$ cat src/rtl/dio_tot_pkg.sv
// Shared constants for the dual digital port and totalizer block
`default_nettype none
package dio_tot_pkg;

  // Structural widths
  localparam int unsigned PORT_WIDTH  = 8;
  localparam int unsigned COUNT_WIDTH = 26;
  localparam int unsigned STAMP_WIDTH = 32;
  localparam int unsigned DATA_WIDTH  = 32;
  localparam int unsigned ADDR_WIDTH  = 8;

  // Register byte offsets
  localparam logic [7:0] OFF_CTRL       = 8'h00;
  localparam logic [7:0] OFF_CMD        = 8'h04;
  localparam logic [7:0] OFF_PORT_LO    = 8'h08;
  localparam logic [7:0] OFF_PORT_HI    = 8'h0c;
  localparam logic [7:0] OFF_WORD       = 8'h10;
  localparam logic [7:0] OFF_DIR        = 8'h14;
  localparam logic [7:0] OFF_CNT_READ   = 8'h18;
  localparam logic [7:0] OFF_CNT_MON    = 8'h1c;
  localparam logic [7:0] OFF_LIMIT      = 8'h20;
  localparam logic [7:0] OFF_PAT_LO     = 8'h24;
  localparam logic [7:0] OFF_PAT_HI     = 8'h28;
  localparam logic [7:0] OFF_STATUS     = 8'h2c;
  localparam logic [7:0] OFF_SNAP_PORTS = 8'h30;
  localparam logic [7:0] OFF_SNAP_STAMP = 8'h34;
  localparam logic [7:0] OFF_SNAP_COUNT = 8'h38;

  // Control register fields (two-bit fields: bit 0 lower port, bit 1 upper port)
  localparam int unsigned CB_SCAN       = 0;
  localparam int unsigned CB_SLOPE_RISE = 2;
  localparam int unsigned CB_READ_CLEAR = 3;
  localparam int unsigned CB_CNT_AL_EN  = 4;
  localparam int unsigned CB_PAT_EN     = 5;
  localparam int unsigned CB_NOT_EQUAL  = 7;
  localparam int unsigned CB_SCAN_CNT   = 9;

  // Command register fields, one-shots on write apart from the local reset select
  localparam int unsigned CM_CARD_RESET  = 0;
  localparam int unsigned CM_LOCAL_RESET = 1;
  localparam int unsigned CM_LOCAL_SEL   = 2;
  localparam int unsigned CM_CLEAR_NOW   = 3;
  localparam int unsigned CM_SWEEP       = 4;

  // Pattern register fields
  localparam int unsigned PAT_CMP_LSB  = 0;
  localparam int unsigned PAT_MASK_LSB = 8;

  // Status register fields
  localparam int unsigned SB_SCAN      = 0;
  localparam int unsigned SB_DRIVING   = 2;
  localparam int unsigned SB_CNT_ALARM = 4;
  localparam int unsigned SB_PAT_ALARM = 5;

  // Reset values
  localparam logic RST_OE_N = 1'b1;

  // Bus slave states
  typedef enum logic [1:0] {
    ST_IDLE = 2'b01,
    ST_DONE = 2'b10
  } apb_st_t;

endpackage
`default_nettype wire

$ cat src/rtl/dio_totalizer.sv
// Dual 8-bit digital ports and gated pulse totalizer behind an APB slave
`default_nettype none
module dio_totalizer
  import dio_tot_pkg::*;
#(
  parameter int unsigned PORT_W = PORT_WIDTH,
  parameter int unsigned CNT_W  = COUNT_WIDTH,
  parameter int unsigned TS_W   = STAMP_WIDTH
) (
  input  wire logic                  pclk,
  input  wire logic                  presetn,
  input  wire logic                  psel,
  input  wire logic                  penable,
  input  wire logic                  pwrite,
  input  wire logic [ADDR_WIDTH-1:0] paddr,
  input  wire logic [DATA_WIDTH-1:0] pwdata,
  output logic      [DATA_WIDTH-1:0] prdata,
  output logic                       pready,
  output logic                       pslverr,
  input  wire logic [PORT_W-1:0]     port_in_lo,
  input  wire logic [PORT_W-1:0]     port_in_hi,
  output logic      [PORT_W-1:0]     port_out_lo,
  output logic      [PORT_W-1:0]     port_out_hi,
  output logic                       port_oe_n_lo,
  output logic                       port_oe_n_hi,
  input  wire logic                  pulse_in,
  input  wire logic                  gate_hi,
  input  wire logic                  gate_lo_n,
  output logic                       count_alarm,
  output logic                       pattern_alarm_lo,
  output logic                       pattern_alarm_hi
);

  // State of the block, apart from the synchroniser and pattern checker flops
  typedef struct packed {
    apb_st_t                      st;
    logic                         pready;
    logic                         pslverr;
    logic [DATA_WIDTH-1:0]        prdata;
    logic [1:0]                   scan;
    logic                         scan_cnt;
    logic                         slope_rise;
    logic                         read_and_clear_mode;
    logic                         cnt_al_en;
    logic [1:0]                   pat_en;
    logic [1:0]                   match_not_equal;
    logic [1:0]                   oe_n;
    logic [1:0][PORT_W-1:0]       out;
    logic [1:0][PORT_W-1:0]       pattern_compare_value;
    logic [1:0][PORT_W-1:0]       pattern_care_mask;
    logic [CNT_W-1:0]             count;
    logic [CNT_W-1:0]             limit;
    logic                         cnt_alarm;
    logic                         pulse_d;
    logic [TS_W-1:0]              stamp;
    logic [1:0][PORT_W-1:0]       snap_ports;
    logic [TS_W-1:0]              snap_stamp;
    logic [CNT_W-1:0]             snap_count;
  } state_t;

  state_t                 s_q;
  state_t                 s_d;

  logic [2*PORT_W+2:0]    pins_raw;
  logic [2*PORT_W+2:0]    pins_s;
  logic [1:0][PORT_W-1:0] port_s;
  logic                   pulse_s;
  logic                   gate_hi_s;
  logic                   gate_lo_n_s;
  logic [1:0]             pat_alarm;

  logic                   access;
  logic                   sel_hi;
  logic                   clr;
  logic                   edge_hit;
  logic                   gate_open;
  logic                   err;
  logic [DATA_WIDTH-1:0]  rdata;

  // Pin levels cross into the clock domain first
  assign pins_raw = {gate_lo_n, gate_hi, pulse_in, port_in_hi, port_in_lo};

  bit_sync #(
    .W (2*PORT_W+3)
  ) u_pin_sync (
    .pclk    (pclk),
    .presetn (presetn),
    .d       (pins_raw),
    .q       (pins_s)
  );

  assign port_s      = pins_s[2*PORT_W-1:0];
  assign pulse_s     = pins_s[2*PORT_W];
  assign gate_hi_s   = pins_s[2*PORT_W+1];
  assign gate_lo_n_s = pins_s[2*PORT_W+2];

  // One pattern checker per port, free of scan membership
  for (genvar g = 0; g < 2; g++) begin : g_pat
    pattern_alarm #(
      .W (PORT_W)
    ) u_pat (
      .pclk      (pclk),
      .presetn   (presetn),
      .value     (port_s[g]),
      .compare   (s_q.pattern_compare_value[g]),
      .care_mask (s_q.pattern_care_mask[g]),
      .not_equal (s_q.match_not_equal[g]),
      .enable    (s_q.pat_en[g]),
      .alarm     (pat_alarm[g])
    );
  end

  // Edge qualify: slope choice and both gates
  assign edge_hit  = s_q.slope_rise ? (pulse_s & ~s_q.pulse_d)
                                    : (~pulse_s & s_q.pulse_d);
  assign gate_open = gate_hi_s & ~gate_lo_n_s;

  // Register read mux, no side effects here
  always_comb begin
    rdata = '0;
    case (paddr)
      OFF_CTRL: begin
        rdata[CB_SCAN +: 2]       = s_q.scan;
        rdata[CB_SLOPE_RISE]      = s_q.slope_rise;
        rdata[CB_READ_CLEAR]      = s_q.read_and_clear_mode;
        rdata[CB_CNT_AL_EN]       = s_q.cnt_al_en;
        rdata[CB_PAT_EN +: 2]     = s_q.pat_en;
        rdata[CB_NOT_EQUAL +: 2]  = s_q.match_not_equal;
        rdata[CB_SCAN_CNT]        = s_q.scan_cnt;
      end
      OFF_PORT_LO: rdata[PORT_W-1:0] = port_s[0];
      OFF_PORT_HI: rdata[PORT_W-1:0] = port_s[1];
      OFF_WORD:    rdata[2*PORT_W-1:0] = (|s_q.scan) ? '0 : port_s;
      OFF_DIR:     rdata[1:0] = ~s_q.oe_n;
      OFF_CNT_READ, OFF_CNT_MON: rdata[CNT_W-1:0] = s_q.count;
      OFF_LIMIT:   rdata[CNT_W-1:0] = s_q.limit;
      OFF_PAT_LO: begin
        rdata[PAT_CMP_LSB +: PORT_W]  = s_q.pattern_compare_value[0];
        rdata[PAT_MASK_LSB +: PORT_W] = s_q.pattern_care_mask[0];
      end
      OFF_PAT_HI: begin
        rdata[PAT_CMP_LSB +: PORT_W]  = s_q.pattern_compare_value[1];
        rdata[PAT_MASK_LSB +: PORT_W] = s_q.pattern_care_mask[1];
      end
      OFF_STATUS: begin
        rdata[SB_SCAN +: 2]      = s_q.scan;
        rdata[SB_DRIVING +: 2]   = ~s_q.oe_n;
        rdata[SB_CNT_ALARM]      = s_q.cnt_alarm;
        rdata[SB_PAT_ALARM +: 2] = pat_alarm;
      end
      OFF_SNAP_PORTS: rdata[2*PORT_W-1:0] = s_q.snap_ports;
      OFF_SNAP_STAMP: rdata[TS_W-1:0]     = s_q.snap_stamp;
      OFF_SNAP_COUNT: rdata[CNT_W-1:0]    = s_q.snap_count;
      default:        rdata = '0;
    endcase
  end

  // Next state: bus access, commands, ports, totalizer
  always_comb begin
    s_d         = s_q;
    s_d.pready  = 1'b0;
    s_d.pslverr = 1'b0;
    s_d.prdata  = '0;
    s_d.pulse_d = pulse_s;
    s_d.stamp   = s_q.stamp + TS_W'(1);
    access      = 1'b0;
    clr         = 1'b0;
    err         = 1'b0;
    sel_hi      = (paddr == OFF_PORT_HI);

    // Slave state: one wait cycle, then a registered answer
    case (s_q.st)
      ST_IDLE: begin
        if (psel && penable) begin
          access = 1'b1;
          s_d.st = ST_DONE;
        end
      end
      ST_DONE: s_d.st = ST_IDLE;
      default: s_d.st = ST_IDLE;
    endcase

    // Register writes
    if (access && pwrite) begin
      case (paddr)
        OFF_CTRL: begin
          for (int i = 0; i < 2; i++) begin
            if (pwdata[CB_SCAN + i] && !s_q.scan[i]) begin
              s_d.oe_n[i] = RST_OE_N;
              s_d.out[i]  = '0;
            end
          end
          s_d.scan                = pwdata[CB_SCAN +: 2];
          s_d.slope_rise          = pwdata[CB_SLOPE_RISE];
          s_d.read_and_clear_mode = pwdata[CB_READ_CLEAR];
          s_d.cnt_al_en           = pwdata[CB_CNT_AL_EN];
          s_d.pat_en              = pwdata[CB_PAT_EN +: 2];
          s_d.match_not_equal     = pwdata[CB_NOT_EQUAL +: 2];
          s_d.scan_cnt            = pwdata[CB_SCAN_CNT];
        end
        OFF_CMD: begin
          if (pwdata[CM_CARD_RESET]) begin
            s_d.oe_n = {2{RST_OE_N}};
            s_d.out  = '0;
            clr      = 1'b1;
          end
          if (pwdata[CM_LOCAL_RESET]) begin
            s_d.oe_n[pwdata[CM_LOCAL_SEL]] = RST_OE_N;
            s_d.out[pwdata[CM_LOCAL_SEL]]  = '0;
          end
          if (pwdata[CM_CLEAR_NOW]) begin
            clr = 1'b1;
          end
          if (pwdata[CM_SWEEP]) begin
            for (int i = 0; i < 2; i++) begin
              s_d.snap_ports[i] = s_q.scan[i] ? port_s[i] : '0;
            end
            s_d.snap_stamp = s_q.stamp;
            if (s_q.scan_cnt) begin
              s_d.snap_count = s_q.count;
              if (s_q.read_and_clear_mode) begin
                clr = 1'b1;
              end
            end
          end
        end
        OFF_PORT_LO, OFF_PORT_HI: begin
          if (s_q.scan[sel_hi]) begin
            err = 1'b1;
          end else begin
            s_d.out[sel_hi] = pwdata[PORT_W-1:0];
          end
        end
        OFF_WORD: begin
          if (|s_q.scan) begin
            err = 1'b1;
          end else begin
            s_d.out = pwdata[2*PORT_W-1:0];
          end
        end
        OFF_DIR: begin
          if (|(pwdata[1:0] & s_q.scan)) begin
            err = 1'b1;
          end else begin
            s_d.oe_n = ~pwdata[1:0];
          end
        end
        OFF_LIMIT: s_d.limit = pwdata[CNT_W-1:0];
        OFF_PAT_LO: begin
          s_d.pattern_compare_value[0] = pwdata[PAT_CMP_LSB +: PORT_W];
          s_d.pattern_care_mask[0]     = pwdata[PAT_MASK_LSB +: PORT_W];
        end
        OFF_PAT_HI: begin
          s_d.pattern_compare_value[1] = pwdata[PAT_CMP_LSB +: PORT_W];
          s_d.pattern_care_mask[1]     = pwdata[PAT_MASK_LSB +: PORT_W];
        end
        OFF_CNT_READ, OFF_CNT_MON, OFF_STATUS,
        OFF_SNAP_PORTS, OFF_SNAP_STAMP, OFF_SNAP_COUNT: err = 1'b0;
        default: err = 1'b1;
      endcase
    end

    // Register reads and their side effects
    if (access && !pwrite) begin
      case (paddr)
        OFF_WORD: err = |s_q.scan;
        OFF_CMD:  err = 1'b0;
        OFF_CNT_READ: begin
          if (s_q.read_and_clear_mode) begin
            clr = 1'b1;
          end
        end
        OFF_CNT_MON: clr = clr;
        default: begin
          if (paddr > OFF_SNAP_COUNT || paddr[1:0] != 2'b00) begin
            err = 1'b1;
          end
        end
      endcase
      s_d.prdata = err ? '0 : rdata;
    end

    if (access) begin
      s_d.pready  = 1'b1;
      s_d.pslverr = err;
    end

    // Totalizer: clear first, then a coincident edge still counts, wraps at top
    s_d.count = (clr ? '0 : s_q.count)
              + CNT_W'(edge_hit & gate_open);

    // Count alarm watched every cycle
    s_d.cnt_alarm = s_q.cnt_al_en && (s_q.count >= s_q.limit);
  end

  // State register
  always_ff @(posedge pclk or negedge presetn) begin
    if (!presetn) begin
      s_q      <= '0;
      s_q.st   <= ST_IDLE;
      s_q.oe_n <= {2{RST_OE_N}};
    end else begin
      s_q <= s_d;
    end
  end

  // Outputs straight from flops
  assign prdata           = s_q.prdata;
  assign pready           = s_q.pready;
  assign pslverr          = s_q.pslverr;
  assign port_out_lo      = s_q.out[0];
  assign port_out_hi      = s_q.out[1];
  assign port_oe_n_lo     = s_q.oe_n[0];
  assign port_oe_n_hi     = s_q.oe_n[1];
  assign count_alarm      = s_q.cnt_alarm;
  assign pattern_alarm_lo = pat_alarm[0];
  assign pattern_alarm_hi = pat_alarm[1];

endmodule // dio_totalizer
`default_nettype wire

$ cat src/rtl/bit_sync.sv
// Two-flop synchroniser for a group of pin levels
`default_nettype none
module bit_sync #(
  parameter int unsigned W = 1
) (
  input  wire logic         pclk,
  input  wire logic         presetn,
  input  wire logic [W-1:0] d,
  output logic      [W-1:0] q
);

  typedef struct packed {
    logic [W-1:0] s1;
    logic [W-1:0] s2;
  } sync_t;

  sync_t s_q;
  sync_t s_d;

  // First stage feeds only the second
  always_comb begin
    s_d    = s_q;
    s_d.s1 = d;
    s_d.s2 = s_q.s1;
  end

  always_ff @(posedge pclk or negedge presetn) begin
    if (!presetn) begin
      s_q <= '0;
    end else begin
      s_q <= s_d;
    end
  end

  assign q = s_q.s2;

endmodule // bit_sync
`default_nettype wire

$ cat src/rtl/pattern_alarm.sv
// Masked pattern compare alarm for one digital port
`default_nettype none
module pattern_alarm #(
  parameter int unsigned W = 8
) (
  input  wire logic         pclk,
  input  wire logic         presetn,
  input  wire logic [W-1:0] value,
  input  wire logic [W-1:0] compare,
  input  wire logic [W-1:0] care_mask,
  input  wire logic         not_equal,
  input  wire logic         enable,
  output logic              alarm
);

  typedef struct packed {
    logic alarm;
  } alarm_st_t;

  alarm_st_t    s_q;
  alarm_st_t    s_d;
  logic [W-1:0] diff;

  // Xor with compare, keep only cared bits, then test
  always_comb begin
    s_d       = s_q;
    diff      = (value ^ compare) & care_mask;
    s_d.alarm = enable && (not_equal ? (|diff) : ~(|diff));
  end

  always_ff @(posedge pclk or negedge presetn) begin
    if (!presetn) begin
      s_q <= '0;
    end else begin
      s_q <= s_d;
    end
  end

  assign alarm = s_q.alarm;

endmodule // pattern_alarm
`default_nettype wire

$ cat config.mk
export PLATFORM = sky130hd
export DESIGN_NAME = dio_totalizer
export DESIGN_NICKNAME = d
export VERILOG_FILES = /design/src/rtl/dio_tot_pkg.sv /design/src/rtl/dio_totalizer.sv /design/src/rtl/bit_sync.sv /design/src/rtl/pattern_alarm.sv
export SDC_FILE = /design/constraint.sdc
export NUM_CORES = 1
export LEC_CHECK = 0
export ABC_CLOCK_PERIOD_IN_PS = 4800
export BUFFER_PORTS_ARGS = -buffer_cell sky130_fd_sc_hd__buf_4
export CORE_MARGIN = 2
export CORE_UTILIZATION = 40
export DETAILED_ROUTE_END_ITERATION = 8
export PLACE_DENSITY = 0.61
export REMOVE_ABC_BUFFERS = 1
export SLEW_MARGIN = 20
export SYNTH_ARGS = -nofsm -noshare
export SYNTH_HDL_FRONTEND = slang
export SYNTH_SLANG_ARGS = --single-unit
$ cat constraint.sdc
create_clock -name pclk -period 4.8 [get_ports pclk]
set_clock_uncertainty 0.2 [all_clocks]
set_input_delay 0.96 -clock pclk [delete_from_list [all_inputs] [get_ports pclk]]
set_output_delay 0.96 -clock pclk [all_outputs]
set_load 0.02 [all_outputs]
==> results.json <==
{
  "arrival_ns": 3.81,
  "cts_tree": "done",
  "n_fill_cell": 3068,
  "holdPathEnd": "u_pin_sync.q[14]",
  "critPathKind": "in -> reg",
  "critPathLaunchType": "primary input",
  "clkSinkCount": 296,
  "pin_count": 119,
  "synthCells": 1196,
  "max_slew_margin_pct": 35.98,
  "tns_ns": 0,
  "peakVddDrop_v": 0.0002034,
  "endpoint_kind": "flop",
  "final_common_cell": "dfrtp_1",
  "r2r_start": "s_q[254]",
  "holdPathStages": 0,
  "mostFrequentLayoutCells": "dfrtp_1 (293), buf_4 (134), mux2_2 (119)",
  "via_per_inst": 5.749,
  "rows": 67,
  "antenna_found_initial": 1,
  "die_w_um": 189.1,
  "fmax_mhz": 276.1,
  "cp_max_fo": 25,
  "r2r_cells": 12,
  "min_path_type": "reg -> reg",
  "start_util_pct": 40.78,
  "yosys-top-cells-area": "dfrtp_1 (53%), mux2_2 (9.8%), xor2_1 (2.8%)",
  "maxCapViolations": 0,
  "crit_cells": 13,
  "rsz0062_at_grt": "false",
  "ff2ff_setup_slack_ns": 1.52,
  "dp_hpwl_um": 26820,
  "worst_pin_slew_ns": 0.9361,
  "synth-main-ff-cell": "dfrtp_1",
  "grt_use_total_pct": 21.59,
  "postRouteWirelength_um": 38680,
  "async_flop_share_pct": 100.0,
  "routabilityCongestion": 0.9149,
  "synth_top_cell_area_share_pct": 53.48,
  "cts_setup_buffers": 0,
  "ys_ff_latch": 296,
  "finalCritPeriodShare_pct": 75.46,
  "cp.required_ns": 4.99,
  "ys_types": 66,
  "clock_path_buffers": 3,
  "die_area_um2": 35770,
  "maxSlewViolCount": 0,
  "core-area_um2": 33620,
  "ys_seq_area_share_pct": 54.06,
  "area_growth_pct": 15.69,
  "finalCriticalPeriod_ns": 3.622,
  "grt_max_degree": 109,
  "die_h_um": 189.1,
  "grt_pass1_vias": 9863,
  "status": "complete, no violations",
  "final_nets": 1353,
  "cp_slowest_cell": "or4_4",
  "port_buffers": 112,
  "cts-htree-levels": 2,
  "cts_made_buffers": 34,
  "insertedDiodeCount": 0,
  "drive_gt1_share_pct": 26.19,
  "synth_warnings": 0,
  "synth_edf_count": 0,
  "r2r-end": "s_q[152]",
  "grt_pass1_wl_um": 59240,
  "avgSynthCellArea_um2": 11.46,
  "vias": 9929,
  "finalSetupViolCount": 0,
  "cp_top_family": "simple AND/OR/NAND/NOR gates",
  "cp_cell_sequence": "buf_4 > or4_4 > nor4_1 > buf_4 > o2bb2ai_2 > buf_4 > nor2_1 > ha_1 > and3_1 > nor3b_1 > nand4_1 > xor2_1 > nor2_1",
  "slowest_delay_ns": 0.64,
  "final_hold_viol_count": 0,
  "drcViolationCount": 0,
  "wl_per_cell_um": 22.40,
  "hold_buffers": 0,
  "cts_root_buffer": "clkbuf_16",
  "cts_resized": 0,
  "hold-worst-slack_ns": 0.1454,
  "first_iter_violations": 1008,
  "clock_latency_ns": 0.52,
  "grt_overflow_total": 0,
  "synth_top_area_cell": "dfrtp_1",
  "syn_area_um2": 13710,
  "worst_hold_startpoint": "u_pin_sync.s_d[14]",
  "clk_pin_slew_ns": 0.06,
  "crit_top_cell": "buf_4",
  "ant_nets": 0,
  "critPathBufInv": 3,
  "p_leak_uw": 0.007289,
  "cellPowerDensity_nw_per_um2": 346.2,
  "dr.pass1.iters": 6
}
## cell type report
class,instances,area [µm²],share of cell area [%]
Clock inverter,9,77.57,0.4891
Tap cell,448,560.5,3.534
Multi-Input combinational cell,750,5557,35.03
Sequential cell,296,7411,46.73
Clock buffer,47,1044,6.579
Timing Repair Buffer,137,1061,6.690
Inverter,40,150.1,0.9467
## sequential cells by signal, summed over array words and instances (netlist names)
signal	count
count_alarm	1
g_pat.u_pat.alarm	2
port_oe_n_hi	1
port_oe_n_lo	1
port_out_hi	8
port_out_lo	8
prdata	32
pready	1
pslverr	1
s_q	203
u_pin_sync.q	19
u_pin_sync.s_d	19
## cells in the mapped netlist (3+ instances only)
| cell type | count |
|---|---|
| nor4_1 | 7 |
| clkbuf_1 | 46 |
| a21oi_1 | 42 |
| nand3_1 | 31 |
| o2bb2ai_1 | 3 |
| buf_2 | 11 |
| xnor2_1 | 29 |
| and2_1 | 4 |
| a32oi_1 | 4 |
| nor3_1 | 9 |
| nor3b_1 | 4 |
| nor2_1 | 64 |
| o21ai_0 | 39 |
| a2111oi_0 | 3 |
| a22oi_1 | 42 |
| or4b_2 | 3 |
| nand2_1 | 96 |
| ha_1 | 30 |
| o22ai_1 | 14 |
| or4_1 | 3 |
| buf_1 | 3 |
| and4_1 | 8 |
| inv_1 | 40 |
| a31oi_1 | 11 |
| nand4_1 | 24 |
| mux2_2 | 119 |
| a221oi_1 | 9 |
| dfstp_2 | 3 |
| buf_4 | 48 |
| dfrtp_1 | 293 |
| and3_1 | 18 |
| xor2_1 | 44 |
| a222oi_1 | 18 |
| nor2b_1 | 4 |
| a22o_1 | 28 |
## worst reg2reg max path, delay by kind of cell, from the launching register on
| family | cells | cell delay [ns] |
|---|---|---|
| buf+inv | 2 | 0.50 |
| flops | 1 | 0.51 |
| simple gates | 7 | 1.41 |
| fa+ha+maj | 1 | 0.21 |
| compound gates | 1 | 0.17 |
| xor+xnor | 1 | 0.17 |
## worst max path at each step
stage | startpoint | slack, ns | endpoint
after global placement | paddr[4] | 0.71 | s_q[156]
after floorplan | paddr[5] | 0.09 | s_q[152]
final | paddr[4] | 1.18 | s_q[152]
after detailed placement | paddr[4] | 0.68 | s_q[152]
after global routing | paddr[4] | 0.96 | s_q[148]
after CTS | paddr[4] | 1.21 | s_q[152]
## stage by stage
| step | total power (µW) | utilization (%) | instances | setup slack, ns | area [µm²] |
|---|---|---|---|---|---|
| floorplan | 2759 | - | 1086 | 0.08883 | 13090 |
| global placement | 2961 | 43.85 | 1671 | 0.7059 | 14740 |
| detailed placement | 2973 | 43.85 | 1671 | 0.6824 | 14740 |
| CTS | 5550 | 47.18 | 1727 | 1.210 | 15860 |
| global route | 5693 | 47.18 | 1727 | 0.9597 | 15860 |
| finish | 5491 | 47.18 | 1727 | 1.178 | 15860 |
## logic make-up (layout without fill, tap and decap cells)
group | Yosys count | in the layout | synth area share, %
AND/OR/NAND/NOR | 295 | 295 | 11.02
AO/OA/AOI/OAI | 233 | 233 | 12.12
flip-flops | 296 | 296 | 54.06
XOR/XNOR | 73 | 73 | 4.664
adder cells (fa/ha/maj) | 30 | 30 | 2.738
buffers and inverters | 150 | 233 | 5.631
multiplexers | 119 | 119 | 9.775
## where the power goes
group / switching, µW / leakage, µW / internal (µW)
clock: 999 / 0.000550 / 1560
sequential: 77.3 / 0.00401 / 2550
combinational: 193 / 0.00273 / 112
total: 1270 / 0.00729 / 4220
## routing by layer
layer | wire (µm) | track usage (%) | vias up
li1 | - | - | 4400
met1 | 16590 | 30.44 | 4966
met2 | 17820 | 33.73 | 476
met3 | 3161 | 3.503 | 87
met4 | 1102 | 7.722 | 0
met5 | 0 | 0 | -
(Power assumes the default switching activity.)
